## src/srxd_defines.vh

```
/*
 * Constants for the chained receive DMA channel: register indices,
 * field positions, descriptor layout and state budgets.
 * Assumes one state equals one clock period of the system clock.
 */
`ifndef SRXD_DEFINES_VH
`define SRXD_DEFINES_VH

// Register indices on the plain register port
`define SRXD_A_CBASE    8'h00
`define SRXD_A_CURDESC  8'h01
`define SRXD_A_ENDDESC  8'h02
`define SRXD_A_BUFLEN   8'h03
`define SRXD_A_REMAIN   8'h04
`define SRXD_A_BUFADDR  8'h05
`define SRXD_A_MODE     8'h06
`define SRXD_A_STATUS   8'h07
`define SRXD_A_IENABLE  8'h08
`define SRXD_A_FCOUNT   8'h09
`define SRXD_A_CMD      8'h0a
`define SRXD_A_PRIO     8'h0b

// Mode register fields
`define SRXD_B_MULTI    0
`define SRXD_B_CHAIN    1
`define SRXD_B_FCEN     2
`define SRXD_B_TXTIME   3

// Status and interrupt enable fields
`define SRXD_B_DONE     7
`define SRXD_B_EOF      6
`define SRXD_B_BOVER    5
`define SRXD_B_COVER    4
`define SRXD_B_ENABLE   1
`define SRXD_B_BUSY     0

// Command fields
`define SRXD_B_ABORT    0
`define SRXD_B_CCLR     1

// Fixed channel priority, highest first: 0,1,2,3 in two-bit codes
`define SRXD_PRIO_FIXED 8'h1b

// Descriptor word offsets
`define SRXD_D_LINK     16'h0000
`define SRXD_D_BPLO     16'h0002
`define SRXD_D_BPHI     16'h0004
`define SRXD_D_LEN      16'h0006
`define SRXD_D_STAT     16'h0008

// Budgets in states (one state per clock)
`define SRXD_T_MEM      8'd3
`define SRXD_T_SETUP    8'd18
`define SRXD_T_SETUP1   8'd23
`define SRXD_T_WB       8'd8
`define SRXD_T_WB1      8'd11
`define SRXD_T_SW       8'd26
`define SRXD_T_SW1      8'd34
`define SRXD_T_TXSU     8'd20
`define SRXD_T_TXSU1    8'd32
`define SRXD_T_TXMID    8'd21
`define SRXD_T_TXMID1   8'd33
`define SRXD_T_TXEND    8'd25
`define SRXD_T_TXEND1   8'd37

// Frame-end counter limit
`define SRXD_FCT_MAX    4'hf

`endif

```

## src/srxd_flag.v

```verilog
/*
 * Sticky status flag: set by hardware, cleared by software.
 * Assumes set and clear are one-cycle strobes on clk.
 */
`timescale 1ns/1ps
module srxd_flag (
    input  wire clk,
    input  wire rstn,
    input  wire set,
    input  wire clr,
    output reg  q
);

    // Set wins over a clear in the same cycle
    always @(posedge clk or negedge rstn) begin
        if (!rstn) begin
            q <= 1'b0;
        end else if (set) begin
            q <= 1'b1;
        end else if (clr) begin
            q <= 1'b0;
        end
    end

endmodule // srxd_flag

```

## src/srxd_stimer.v

```verilog
/*
 * State counter for the channel phases.
 * Assumes clear pulses on every phase change and a low run freezes it.
 */
`timescale 1ns/1ps
module srxd_stimer #(
    parameter W = 8
) (
    input  wire         clk,
    input  wire         rstn,
    input  wire         clear,
    input  wire         run,
    output reg  [W-1:0] count
);

    // Counts states inside a phase, holds while suspended
    always @(posedge clk or negedge rstn) begin
        if (!rstn) begin
            count <= {W{1'b0}};
        end else if (clear) begin
            count <= {W{1'b0}};
        end else if (run) begin
            count <= count + {{(W-1){1'b0}}, 1'b1};
        end
    end

endmodule // srxd_stimer

```

## src/srxd_top.v

```verilog
/*
 * Chained-block receive DMA channel: moves serial bytes or words into
 * memory through a chain of descriptors, with frame counting and errors.
 * Assumes a zero-wait memory with read data valid in the third state of
 * a read, and a serial source that holds rx_req until rx_ack.
 */
// The implementer's own choices: the register offsets and the strobed register port.
`timescale 1ns/1ps
`include "srxd_defines.vh"
module srxd_top (
    input  wire        clk,
    input  wire        rstn,
    input  wire [1:0]  cpu_mode,
    input  wire [7:0]  reg_addr,
    input  wire [31:0] reg_wdata,
    input  wire        reg_wr,
    input  wire        reg_rd,
    output reg  [31:0] reg_rdata,
    input  wire        rx_req,
    input  wire [15:0] rx_data,
    input  wire        rx_word,
    input  wire        rx_eof,
    output reg         rx_ack,
    output reg         mem_cs,
    output reg         mem_we,
    output reg         mem_word,
    output reg  [23:0] mem_addr,
    output reg  [15:0] mem_wdata,
    input  wire [15:0] mem_rdata,
    output reg         error_irq,
    output reg         normal_end_irq
);

    localparam [2:0] ST_INIT   = 3'd0;
    localparam [2:0] ST_SETUP  = 3'd1;
    localparam [2:0] ST_XFER   = 3'd2;
    localparam [2:0] ST_WRITE  = 3'd3;
    localparam [2:0] ST_SWITCH = 3'd4;
    localparam [2:0] ST_HALT   = 3'd5;

    reg  [2:0]  state;
    reg  [2:0]  next_state;
    wire [7:0]  scnt;
    reg  [7:0]  chain_base_byte;
    reg  [15:0] current_descriptor_reg;
    reg  [15:0] end_descriptor_reg;
    reg  [15:0] buffer_length_reg;
    reg  [15:0] remaining_bytes_reg;
    reg  [23:0] buffer_address_field;
    reg  [15:0] next_link_field;
    reg  [15:0] received_length_field;
    reg         multi_frame_select;
    reg         transfer_mode_select;
    reg         fct_enable;
    reg         tx_timing;
    reg         channel_enable_bit;
    reg  [3:0]  frame_end_counter;
    reg  [3:0]  next_fct;
    reg         eof_pend;
    reg         sw_pend;
    reg         counter_overflow_enable;
    reg         buffer_over_enable;
    reg         end_of_frame_enable;
    reg         transfer_done_enable;
    wire        counter_overflow_flag;
    wire        buffer_over_flag;
    wire        end_of_frame_flag;
    wire        transfer_done_flag;
    reg         dec_cs;
    reg         dec_we;
    reg  [15:0] dec_off;
    reg  [15:0] dec_wd;

    // Register port decode
    wire wr_stat   = reg_wr & (reg_addr == `SRXD_A_STATUS);
    wire wr_cmd    = reg_wr & (reg_addr == `SRXD_A_CMD);
    wire cmd_abort = wr_cmd & reg_wdata[`SRXD_B_ABORT];
    wire cmd_cclr  = wr_cmd & reg_wdata[`SRXD_B_CCLR];
    wire eof_w1c   = wr_stat & reg_wdata[`SRXD_B_EOF];

    // Channel runs only while enabled; clearing the enable freezes it
    wire run = channel_enable_bit;
    wire m1  = (cpu_mode == 2'd1);

    // Phase budgets per processor mode and timing direction
    wire [7:0] su_len = tx_timing ? (m1 ? `SRXD_T_TXSU1 : `SRXD_T_TXSU)
                                  : (m1 ? `SRXD_T_SETUP1 : `SRXD_T_SETUP);
    wire [7:0] wb_len = m1 ? `SRXD_T_WB1 : `SRXD_T_WB;
    wire [7:0] tx_sw  = eof_pend ? (m1 ? `SRXD_T_TXEND1 : `SRXD_T_TXEND)
                                 : (m1 ? `SRXD_T_TXMID1 : `SRXD_T_TXMID);
    wire [7:0] sw_len = tx_timing ? tx_sw : (m1 ? `SRXD_T_SW1 : `SRXD_T_SW);

    // Phase end strobes
    wire su_end = (state == ST_SETUP) & run & (scnt == su_len - 8'd1);
    wire sw_mid = (state == ST_SWITCH) & run & (scnt == wb_len - 8'd1);
    wire sw_end = (state == ST_SWITCH) & run & (scnt == sw_len - 8'd1);
    wire wr_end = (state == ST_WRITE) & run & (scnt == `SRXD_T_MEM - 8'd1);
    wire at_req = (state == ST_XFER) & run & rx_req;
    wire meet   = (current_descriptor_reg == end_descriptor_reg);
    wire take   = at_req & ~meet;
    wire block  = at_req & meet;
    wire frame_evt = sw_end & eof_pend;
    wire ovf_evt   = frame_evt & fct_enable & (frame_end_counter == `SRXD_FCT_MAX);
    wire single_done = frame_evt & ~multi_frame_select;
    wire [15:0] step = rx_word ? 16'd2 : 16'd1;

    // Descriptor read window inside setup and switch phases
    wire [7:0] rbase = (state == ST_SWITCH) ? wb_len : 8'd0;
    wire       in_rd = (scnt >= rbase);
    wire [7:0] rcyc  = scnt - rbase;
    wire       cap   = run & in_rd & ((state == ST_SETUP) | (state == ST_SWITCH));

    // Phase state counter
    srxd_stimer #(
        .W (8)
    ) u_stimer (
        .clk   (clk),
        .rstn  (rstn),
        .clear (next_state != state),
        .run   (run),
        .count (scnt)
    );

    // Next channel state
    always @* begin
        next_state = state;
        case (state)
            ST_INIT: begin
                if (run & transfer_mode_select) next_state = ST_SETUP;
            end
            ST_SETUP: begin
                if (su_end) next_state = ST_XFER;
            end
            ST_XFER: begin
                if (take) next_state = ST_WRITE;
                else if (block) next_state = ST_HALT;
            end
            ST_WRITE: begin
                if (wr_end) next_state = sw_pend ? ST_SWITCH : ST_XFER;
            end
            ST_SWITCH: begin
                if (sw_end) begin
                    if (ovf_evt) next_state = ST_HALT;
                    else if (single_done) next_state = ST_INIT;
                    else next_state = ST_XFER;
                end
            end
            ST_HALT: begin
                next_state = ST_HALT;
            end
            default: begin
                next_state = ST_INIT;
            end
        endcase
        if (cmd_abort) next_state = ST_INIT;
    end

    // Descriptor access decode for the current state count
    always @* begin
        dec_cs  = 1'b0;
        dec_we  = 1'b0;
        dec_off = `SRXD_D_LINK;
        dec_wd  = 16'h0000;
        if ((state == ST_SWITCH) && (scnt < 8'd6)) begin
            dec_cs  = 1'b1;
            dec_we  = 1'b1;
            dec_off = (scnt < 8'd3) ? `SRXD_D_LEN : `SRXD_D_STAT;
            dec_wd  = (scnt < 8'd3) ? received_length_field : {8'h00, eof_pend, 7'h00};
        end else if (cap && (rcyc < 8'd9)) begin
            dec_cs  = 1'b1;
            if (rcyc < 8'd3) dec_off = `SRXD_D_LINK;
            else if (rcyc < 8'd6) dec_off = `SRXD_D_BPLO;
            else dec_off = `SRXD_D_BPHI;
        end
    end

    // Frame-end counter next value
    always @* begin
        next_fct = frame_end_counter;
        if (cmd_cclr | ovf_evt) begin
            next_fct = 4'h0;
        end else if (fct_enable) begin
            if (frame_evt & ~eof_w1c) begin
                next_fct = frame_end_counter + 4'h1;
            end else if (eof_w1c & ~frame_evt & (frame_end_counter != 4'h0)) begin
                next_fct = frame_end_counter - 4'h1;
            end
        end
    end

    // Sticky interrupt sources
    srxd_flag u_cof (
        .clk  (clk),
        .rstn (rstn),
        .set  (ovf_evt),
        .clr  (wr_stat & reg_wdata[`SRXD_B_COVER]),
        .q    (counter_overflow_flag)
    );

    srxd_flag u_bof (
        .clk  (clk),
        .rstn (rstn),
        .set  (block),
        .clr  (wr_stat & reg_wdata[`SRXD_B_BOVER]),
        .q    (buffer_over_flag)
    );

    srxd_flag u_eom (
        .clk  (clk),
        .rstn (rstn),
        .set  (frame_evt | (fct_enable & (next_fct != 4'h0))),
        .clr  (eof_w1c | cmd_cclr),
        .q    (end_of_frame_flag)
    );

    srxd_flag u_eot (
        .clk  (clk),
        .rstn (rstn),
        .set  (single_done),
        .clr  (wr_stat & reg_wdata[`SRXD_B_DONE]),
        .q    (transfer_done_flag)
    );

    // Interrupt requests stay up in any channel state until cleared
    always @(posedge clk or negedge rstn) begin
        if (!rstn) begin
            error_irq      <= 1'b0;
            normal_end_irq <= 1'b0;
        end else begin
            error_irq      <= (counter_overflow_flag & counter_overflow_enable) |
                              (buffer_over_flag & buffer_over_enable);
            normal_end_irq <= (end_of_frame_flag & end_of_frame_enable) |
                              (transfer_done_flag & transfer_done_enable);
        end
    end

    // Control registers, channel state and buffer walk
    always @(posedge clk or negedge rstn) begin
        if (!rstn) begin
            state                   <= ST_INIT;
            chain_base_byte         <= 8'h00;
            current_descriptor_reg  <= 16'h0000;
            end_descriptor_reg      <= 16'h0000;
            buffer_length_reg       <= 16'h0000;
            remaining_bytes_reg     <= 16'h0000;
            buffer_address_field    <= 24'h000000;
            next_link_field         <= 16'h0000;
            received_length_field   <= 16'h0000;
            multi_frame_select      <= 1'b0;
            transfer_mode_select    <= 1'b0;
            fct_enable              <= 1'b0;
            tx_timing               <= 1'b0;
            channel_enable_bit      <= 1'b0;
            frame_end_counter       <= 4'h0;
            eof_pend                <= 1'b0;
            sw_pend                 <= 1'b0;
            counter_overflow_enable <= 1'b0;
            buffer_over_enable      <= 1'b0;
            end_of_frame_enable     <= 1'b0;
            transfer_done_enable    <= 1'b0;
            rx_ack                  <= 1'b0;
        end else begin
            state             <= next_state;
            frame_end_counter <= next_fct;
            rx_ack            <= take;
            if (reg_wr) begin
                case (reg_addr)
                    `SRXD_A_CBASE:   chain_base_byte <= reg_wdata[7:0];
                    `SRXD_A_CURDESC: current_descriptor_reg <= reg_wdata[15:0];
                    `SRXD_A_ENDDESC: end_descriptor_reg <= reg_wdata[15:0];
                    `SRXD_A_BUFLEN:  buffer_length_reg <= reg_wdata[15:0];
                    `SRXD_A_MODE: begin
                        multi_frame_select   <= reg_wdata[`SRXD_B_MULTI];
                        transfer_mode_select <= reg_wdata[`SRXD_B_CHAIN];
                        fct_enable           <= reg_wdata[`SRXD_B_FCEN];
                        tx_timing            <= reg_wdata[`SRXD_B_TXTIME];
                    end
                    `SRXD_A_STATUS:  channel_enable_bit <= reg_wdata[`SRXD_B_ENABLE];
                    `SRXD_A_IENABLE: begin
                        transfer_done_enable    <= reg_wdata[`SRXD_B_DONE];
                        end_of_frame_enable     <= reg_wdata[`SRXD_B_EOF];
                        buffer_over_enable      <= reg_wdata[`SRXD_B_BOVER];
                        counter_overflow_enable <= reg_wdata[`SRXD_B_COVER];
                    end
                    default: begin
                    end
                endcase
            end
            // Hardware stops win over a software write in the same cycle
            if (block | ovf_evt | single_done | cmd_abort) begin
                channel_enable_bit <= 1'b0;
            end
            // Descriptor fields captured in the third state of each read
            if (cap && (rcyc == 8'd3)) next_link_field <= mem_rdata;
            if (cap && (rcyc == 8'd6)) buffer_address_field[15:0] <= mem_rdata;
            if (cap && (rcyc == 8'd9)) buffer_address_field[23:16] <= mem_rdata[7:0];
            if (sw_mid) current_descriptor_reg <= next_link_field;
            if (take) begin
                buffer_address_field  <= buffer_address_field + {8'h00, step};
                remaining_bytes_reg   <= (remaining_bytes_reg > step) ?
                                         (remaining_bytes_reg - step) : 16'h0000;
                received_length_field <= received_length_field + step;
                sw_pend               <= rx_eof | (remaining_bytes_reg <= step);
                eof_pend              <= rx_eof;
            end
            if (su_end | sw_end) begin
                remaining_bytes_reg   <= buffer_length_reg;
                received_length_field <= 16'h0000;
                sw_pend               <= 1'b0;
                eof_pend              <= 1'b0;
            end
        end
    end

    // Memory bus cycles: data writes and descriptor accesses
    always @(posedge clk or negedge rstn) begin
        if (!rstn) begin
            mem_cs    <= 1'b0;
            mem_we    <= 1'b0;
            mem_word  <= 1'b0;
            mem_addr  <= 24'h000000;
            mem_wdata <= 16'h0000;
        end else if (cmd_abort) begin
            mem_cs <= 1'b0;
            mem_we <= 1'b0;
        end else if (take) begin
            mem_cs    <= 1'b1;
            mem_we    <= 1'b1;
            mem_word  <= rx_word;
            mem_addr  <= buffer_address_field;
            mem_wdata <= rx_data;
        end else if (wr_end) begin
            mem_cs <= 1'b0;
            mem_we <= 1'b0;
        end else if (run && ((state == ST_SETUP) || (state == ST_SWITCH))) begin
            mem_cs    <= dec_cs;
            mem_we    <= dec_we;
            mem_word  <= 1'b1;
            mem_addr  <= {chain_base_byte, current_descriptor_reg + dec_off};
            mem_wdata <= dec_wd;
        end
    end

    // Read data, valid only in the cycle after the read strobe
    always @(posedge clk or negedge rstn) begin
        if (!rstn) begin
            reg_rdata <= 32'h00000000;
        end else if (reg_rd) begin
            case (reg_addr)
                `SRXD_A_CBASE:   reg_rdata <= {24'h000000, chain_base_byte};
                `SRXD_A_CURDESC: reg_rdata <= {16'h0000, current_descriptor_reg};
                `SRXD_A_ENDDESC: reg_rdata <= {16'h0000, end_descriptor_reg};
                `SRXD_A_BUFLEN:  reg_rdata <= {16'h0000, buffer_length_reg};
                `SRXD_A_REMAIN:  reg_rdata <= {16'h0000, remaining_bytes_reg};
                `SRXD_A_BUFADDR: reg_rdata <= {8'h00, buffer_address_field};
                `SRXD_A_MODE:    reg_rdata <= {28'h0000000, tx_timing, fct_enable,
                                               transfer_mode_select, multi_frame_select};
                `SRXD_A_STATUS:  reg_rdata <= {24'h000000, transfer_done_flag,
                                               end_of_frame_flag, buffer_over_flag,
                                               counter_overflow_flag, 2'b00,
                                               channel_enable_bit, (state != ST_INIT)};
                `SRXD_A_IENABLE: reg_rdata <= {24'h000000, transfer_done_enable,
                                               end_of_frame_enable, buffer_over_enable,
                                               counter_overflow_enable, 4'h0};
                `SRXD_A_FCOUNT:  reg_rdata <= {28'h0000000, frame_end_counter};
                `SRXD_A_PRIO:    reg_rdata <= {24'h000000, `SRXD_PRIO_FIXED};
                default:         reg_rdata <= 32'h00000000;
            endcase
        end else begin
            reg_rdata <= 32'h00000000;
        end
    end

endmodule // srxd_top

```

## config.mk

```make
export PLATFORM = sky130hd
export DESIGN_NAME = srxd_top
export DESIGN_NICKNAME = d
export VERILOG_FILES = /design/src/srxd_flag.v /design/src/srxd_stimer.v /design/src/srxd_top.v
export VERILOG_INCLUDE_DIRS = /design/src
export SDC_FILE = /design/constraint.sdc
export NUM_CORES = 1
export LEC_CHECK = 0
export ABC_AREA = 1
export BUFFER_PORTS_ARGS = -buffer_cell sky130_fd_sc_hd__buf_2
export CAP_MARGIN = 20
export CORE_UTILIZATION = 55
export DETAILED_ROUTE_END_ITERATION = 10
export GPL_ROUTABILITY_DRIVEN = 0
export PLACE_DENSITY = 0.86
export RECOVER_POWER = 100
export SETUP_SLACK_MARGIN = 0.1
export SLEW_MARGIN = 0
export SYNTH_ARGS = -nofsm -noshare
export SYNTH_HDL_FRONTEND = slang
export SYNTH_SLANG_ARGS = --single-unit
```

## constraint.sdc

```tcl
create_clock -name clk -period 4.5 [get_ports clk]
set_clock_uncertainty 0.2 [all_clocks]
set_input_delay 0.225 -clock clk [delete_from_list [all_inputs] [get_ports clk]]
set_output_delay 0.225 -clock clk [all_outputs]
set_load 0.02 [all_outputs]
```

==> qor.yml <==
outcome: "finished, violations left"
violations: "max-capacitance violations, max-slew violations"
clockRootBuffer: "clkbuf_16"
cp-start-kind: "flop"
synth-seq-cells: 228
crit_buf_inv: 2
cts_buffers: 25
p_leak_nw: 6.89
grt_usage_pct: 32.8
clock_latency_ns: 0.53
antenna_found_initial: 0
synthFlopType: "dfrtp_1"
maxSlewHeadroom_pct: -69.7
cts_buffer_depth: 3
crit_family: "simple AND/OR/NAND/NOR gates"
largest_registers: "buffer_address_field (24), mem_addr (24), reg_rdata (24)"
max_clock_freq_ghz: 0.229
criticalPathCategory: "reg -> reg"
setup_viol: 0
grt_pass1_vias: 11800
met2_usage_pct: 52.4
core_sq_um: 22600
drv_cap: 2
peakVddDrop_uv: 334
final_area_sq_um: 14900
synth-edff-count: 0
synth.area.top_cells: "dfrtp_1, nand2_1, o21ai_0, inv_1, nor2_1"
vias_per_cell: 6.12
post-route-period-util_pct: 97.1
grt_max_degree: 128
num-nets-final: 1837
dp_hpwl_um: 26700
synth_cell_types: 56
arrival_ns: 4.61
synth.most_common_cell: "nand2_1"
wl_per_cell_um: 19.2
cts_tree: "built"
synth_common_cells: "nand2_1, dfrtp_1, inv_1, o21ai_0, nor2_1"
die_w_um: 154
synth_warnings: 0
grt_first_pass_wirelength_um: 61600
diodes: 0
num_vias: 12400
fin_crit_ns: 4.37
io_pins: 159
clkSlewWorstSetupHoldPaths_ns: 0.07
first_pass_iters: 6
routed_wl_um: 39100
async_reset_ff_share_pct: 100
place_area_sq_um: 13600
path_cells: "nor2_4 -> nand2_2 -> nor2_4 -> ha_1 -> inv_1 -> fa_2 -> o21ai_2 -> nand2_1 -> o21ai_2 -> nand3_2 -> nor2_4 -> nand3_2 -> o21ai_2 -> ha_2 -> fa_2 -> a21oi_1 -> nor3_2 -> nand3_1 -> inv_2 -> nand3_2 -> nor2_2 -> xor2_1 -> nor2_1 -> o21ai_1"
start_util_pct: 56.2
clock-sinks: 228
busiest_layer: "met2"
grt_overflow: 0
avgSynthCellArea_sq_um: 8.20
row_count: 55
die_h_um: 154
fin_cells: 2035
dp.cells: 1931
netlist_area_sq_um: 12700
hold_class: "in -> reg"
drc_errors: 0
cp_data_required_time_ns: 4.74
end_kind: "flop"
final_core_utilization_pct: 65.7
slowest_stage: "dfrtp_2"
met3_usage_pct: 6.82
p_per_area_nw_per_um2: 527
area_growth_pct: 16.9
ys_seq_area_share_pct: 44.8
synth_cells: 1553
postRouteAntennaNets: 0
critPathMaxFanout: 4
hold_ws_ns: 0.121
synth_top_cell_by_area: "dfrtp_1"
io_buffers: 134
finalHoldViolations: 0
htreeDepth: 1
fp.dieArea_sq_um: 23800
layout-drive-gt1-share_pct: 11.5
tightest_slew_ns: 2.55
cp_slowest_stage_delay_ns: 0.44
drt_iter0_drc: 1772
slew_violations: 177
grt_use_met1_pct: 43.7
synth_top_cell_area_share_pct: 44.8
metrics by stage:
stage / TNS (ns) / total power, W / setup slack (ns)
final: 0 / 0.00784 / 0.132
after global placement: 0 / 0.00545 / 0.130
after detailed placement: 0 / 0.00558 / 0.0565
after global routing: -0.117 / 0.00823 / -0.0796
after floorplan: 0 / 0.00477 / 0.514
after CTS: 0 / 0.00769 / 0.121
routing by layer:
layer	routed length [um]	vias to the layer above	part of all wire [%]
met5	0	-	0
met4	1710	0	4.4
met3	4490	159	11
met2	17700	874	45
met1	15200	5829	39
li1	-	5585	-
cells in the final DEF (no fill, tap or decap), drive strengths merged, types with 40 or more instances in the layout:
master,instances
a21oi,52
xor2,44
buf,79
nand2,353
dfrtp,228
nand3,73
nor2,147
clkbuf,110
nand4,40
o21ai,140
dlygate4sd3,53
inv,186
worst register-to-register path, delay by kind of cell, from the launching register on:
family,cells,cell delay (ns)
AND/OR/NAND/NOR,12,1.56
adder cells (fa/ha/maj),4,0.96
XOR/XNOR,1,0.18
buffers and inverters,2,0.18
flip-flops,1,0.44
AO/OA/AOI/OAI,5,0.76
cell type report:
| cell class | count | area [sq um] |
|---|---|---|
| fillers | 1765 | 7760 |
| multi-input cells | 1085 | 6030 |
| flip-flops and latches | 228 | 5710 |
| repair buffers | 206 | 1260 |
| clock buffers | 36 | 727 |
| inverters | 187 | 707 |
| well taps | 285 | 357 |
| clock inverters | 8 | 95.1 |
what timing repair did:
item / 4_1_cts / 5_1_grt
resized for setup: 3 / 24
hold buffers: 53 / 0
endpoints found under the hold margin: 228 / 0
pin swaps: 1 / 8
buffers inserted: 1 / 5
setup endpoints to repair: 3 / 11
where the power goes:
| group | switching (W) | total, W | internal (W) |
|---|---|---|---|
| Sequential | 0.000512 | 0.00300 | 0.00249 |
| Clock | 0.000837 | 0.00207 | 0.00123 |
| Combinational | 0.00187 | 0.00277 | 0.000904 |
| Total | 0.00321 | 0.00784 | 0.00462 |
cell families (layout without fill, tap and decap cells):
family | Yosys count | in the layout | share of synthesized area [%]
AOI/OAI and AO/OA | 328 | 328 | 16.2
xor gates and xnor gates | 64 | 64 | 4.40
adders and majority gates | 23 | 23 | 2.56
buffers and inverters | 247 | 437 | 8.11
DFF | 228 | 228 | 44.8
muxes | 7 | 7 | 0.619
other | 1 | 8 | 0.0295
and+or+nand+nor | 655 | 655 | 23.2
path summary, 6_finish.rpt:
path | from | to | slack, ns | depth (start not counted)
setup / recovery | state[1] | mem_addr[15] | 0.13 | 24
hold / removal | reg_addr[2] | u_eom.q | 0.12 | 7
setup reg to reg | state[1] | mem_addr[15] | 0.13 | 24
hold reg to reg | mem_wdata[3] | mem_wdata[3] | 0.29 | 2
max in group asynchronous | rstn | reg_rdata[10] | 1.60 | 3
min in group asynchronous | rstn | mem_wdata[1] | 0.81 | 2
Note: power is estimated with default switching activity, not from simulation.
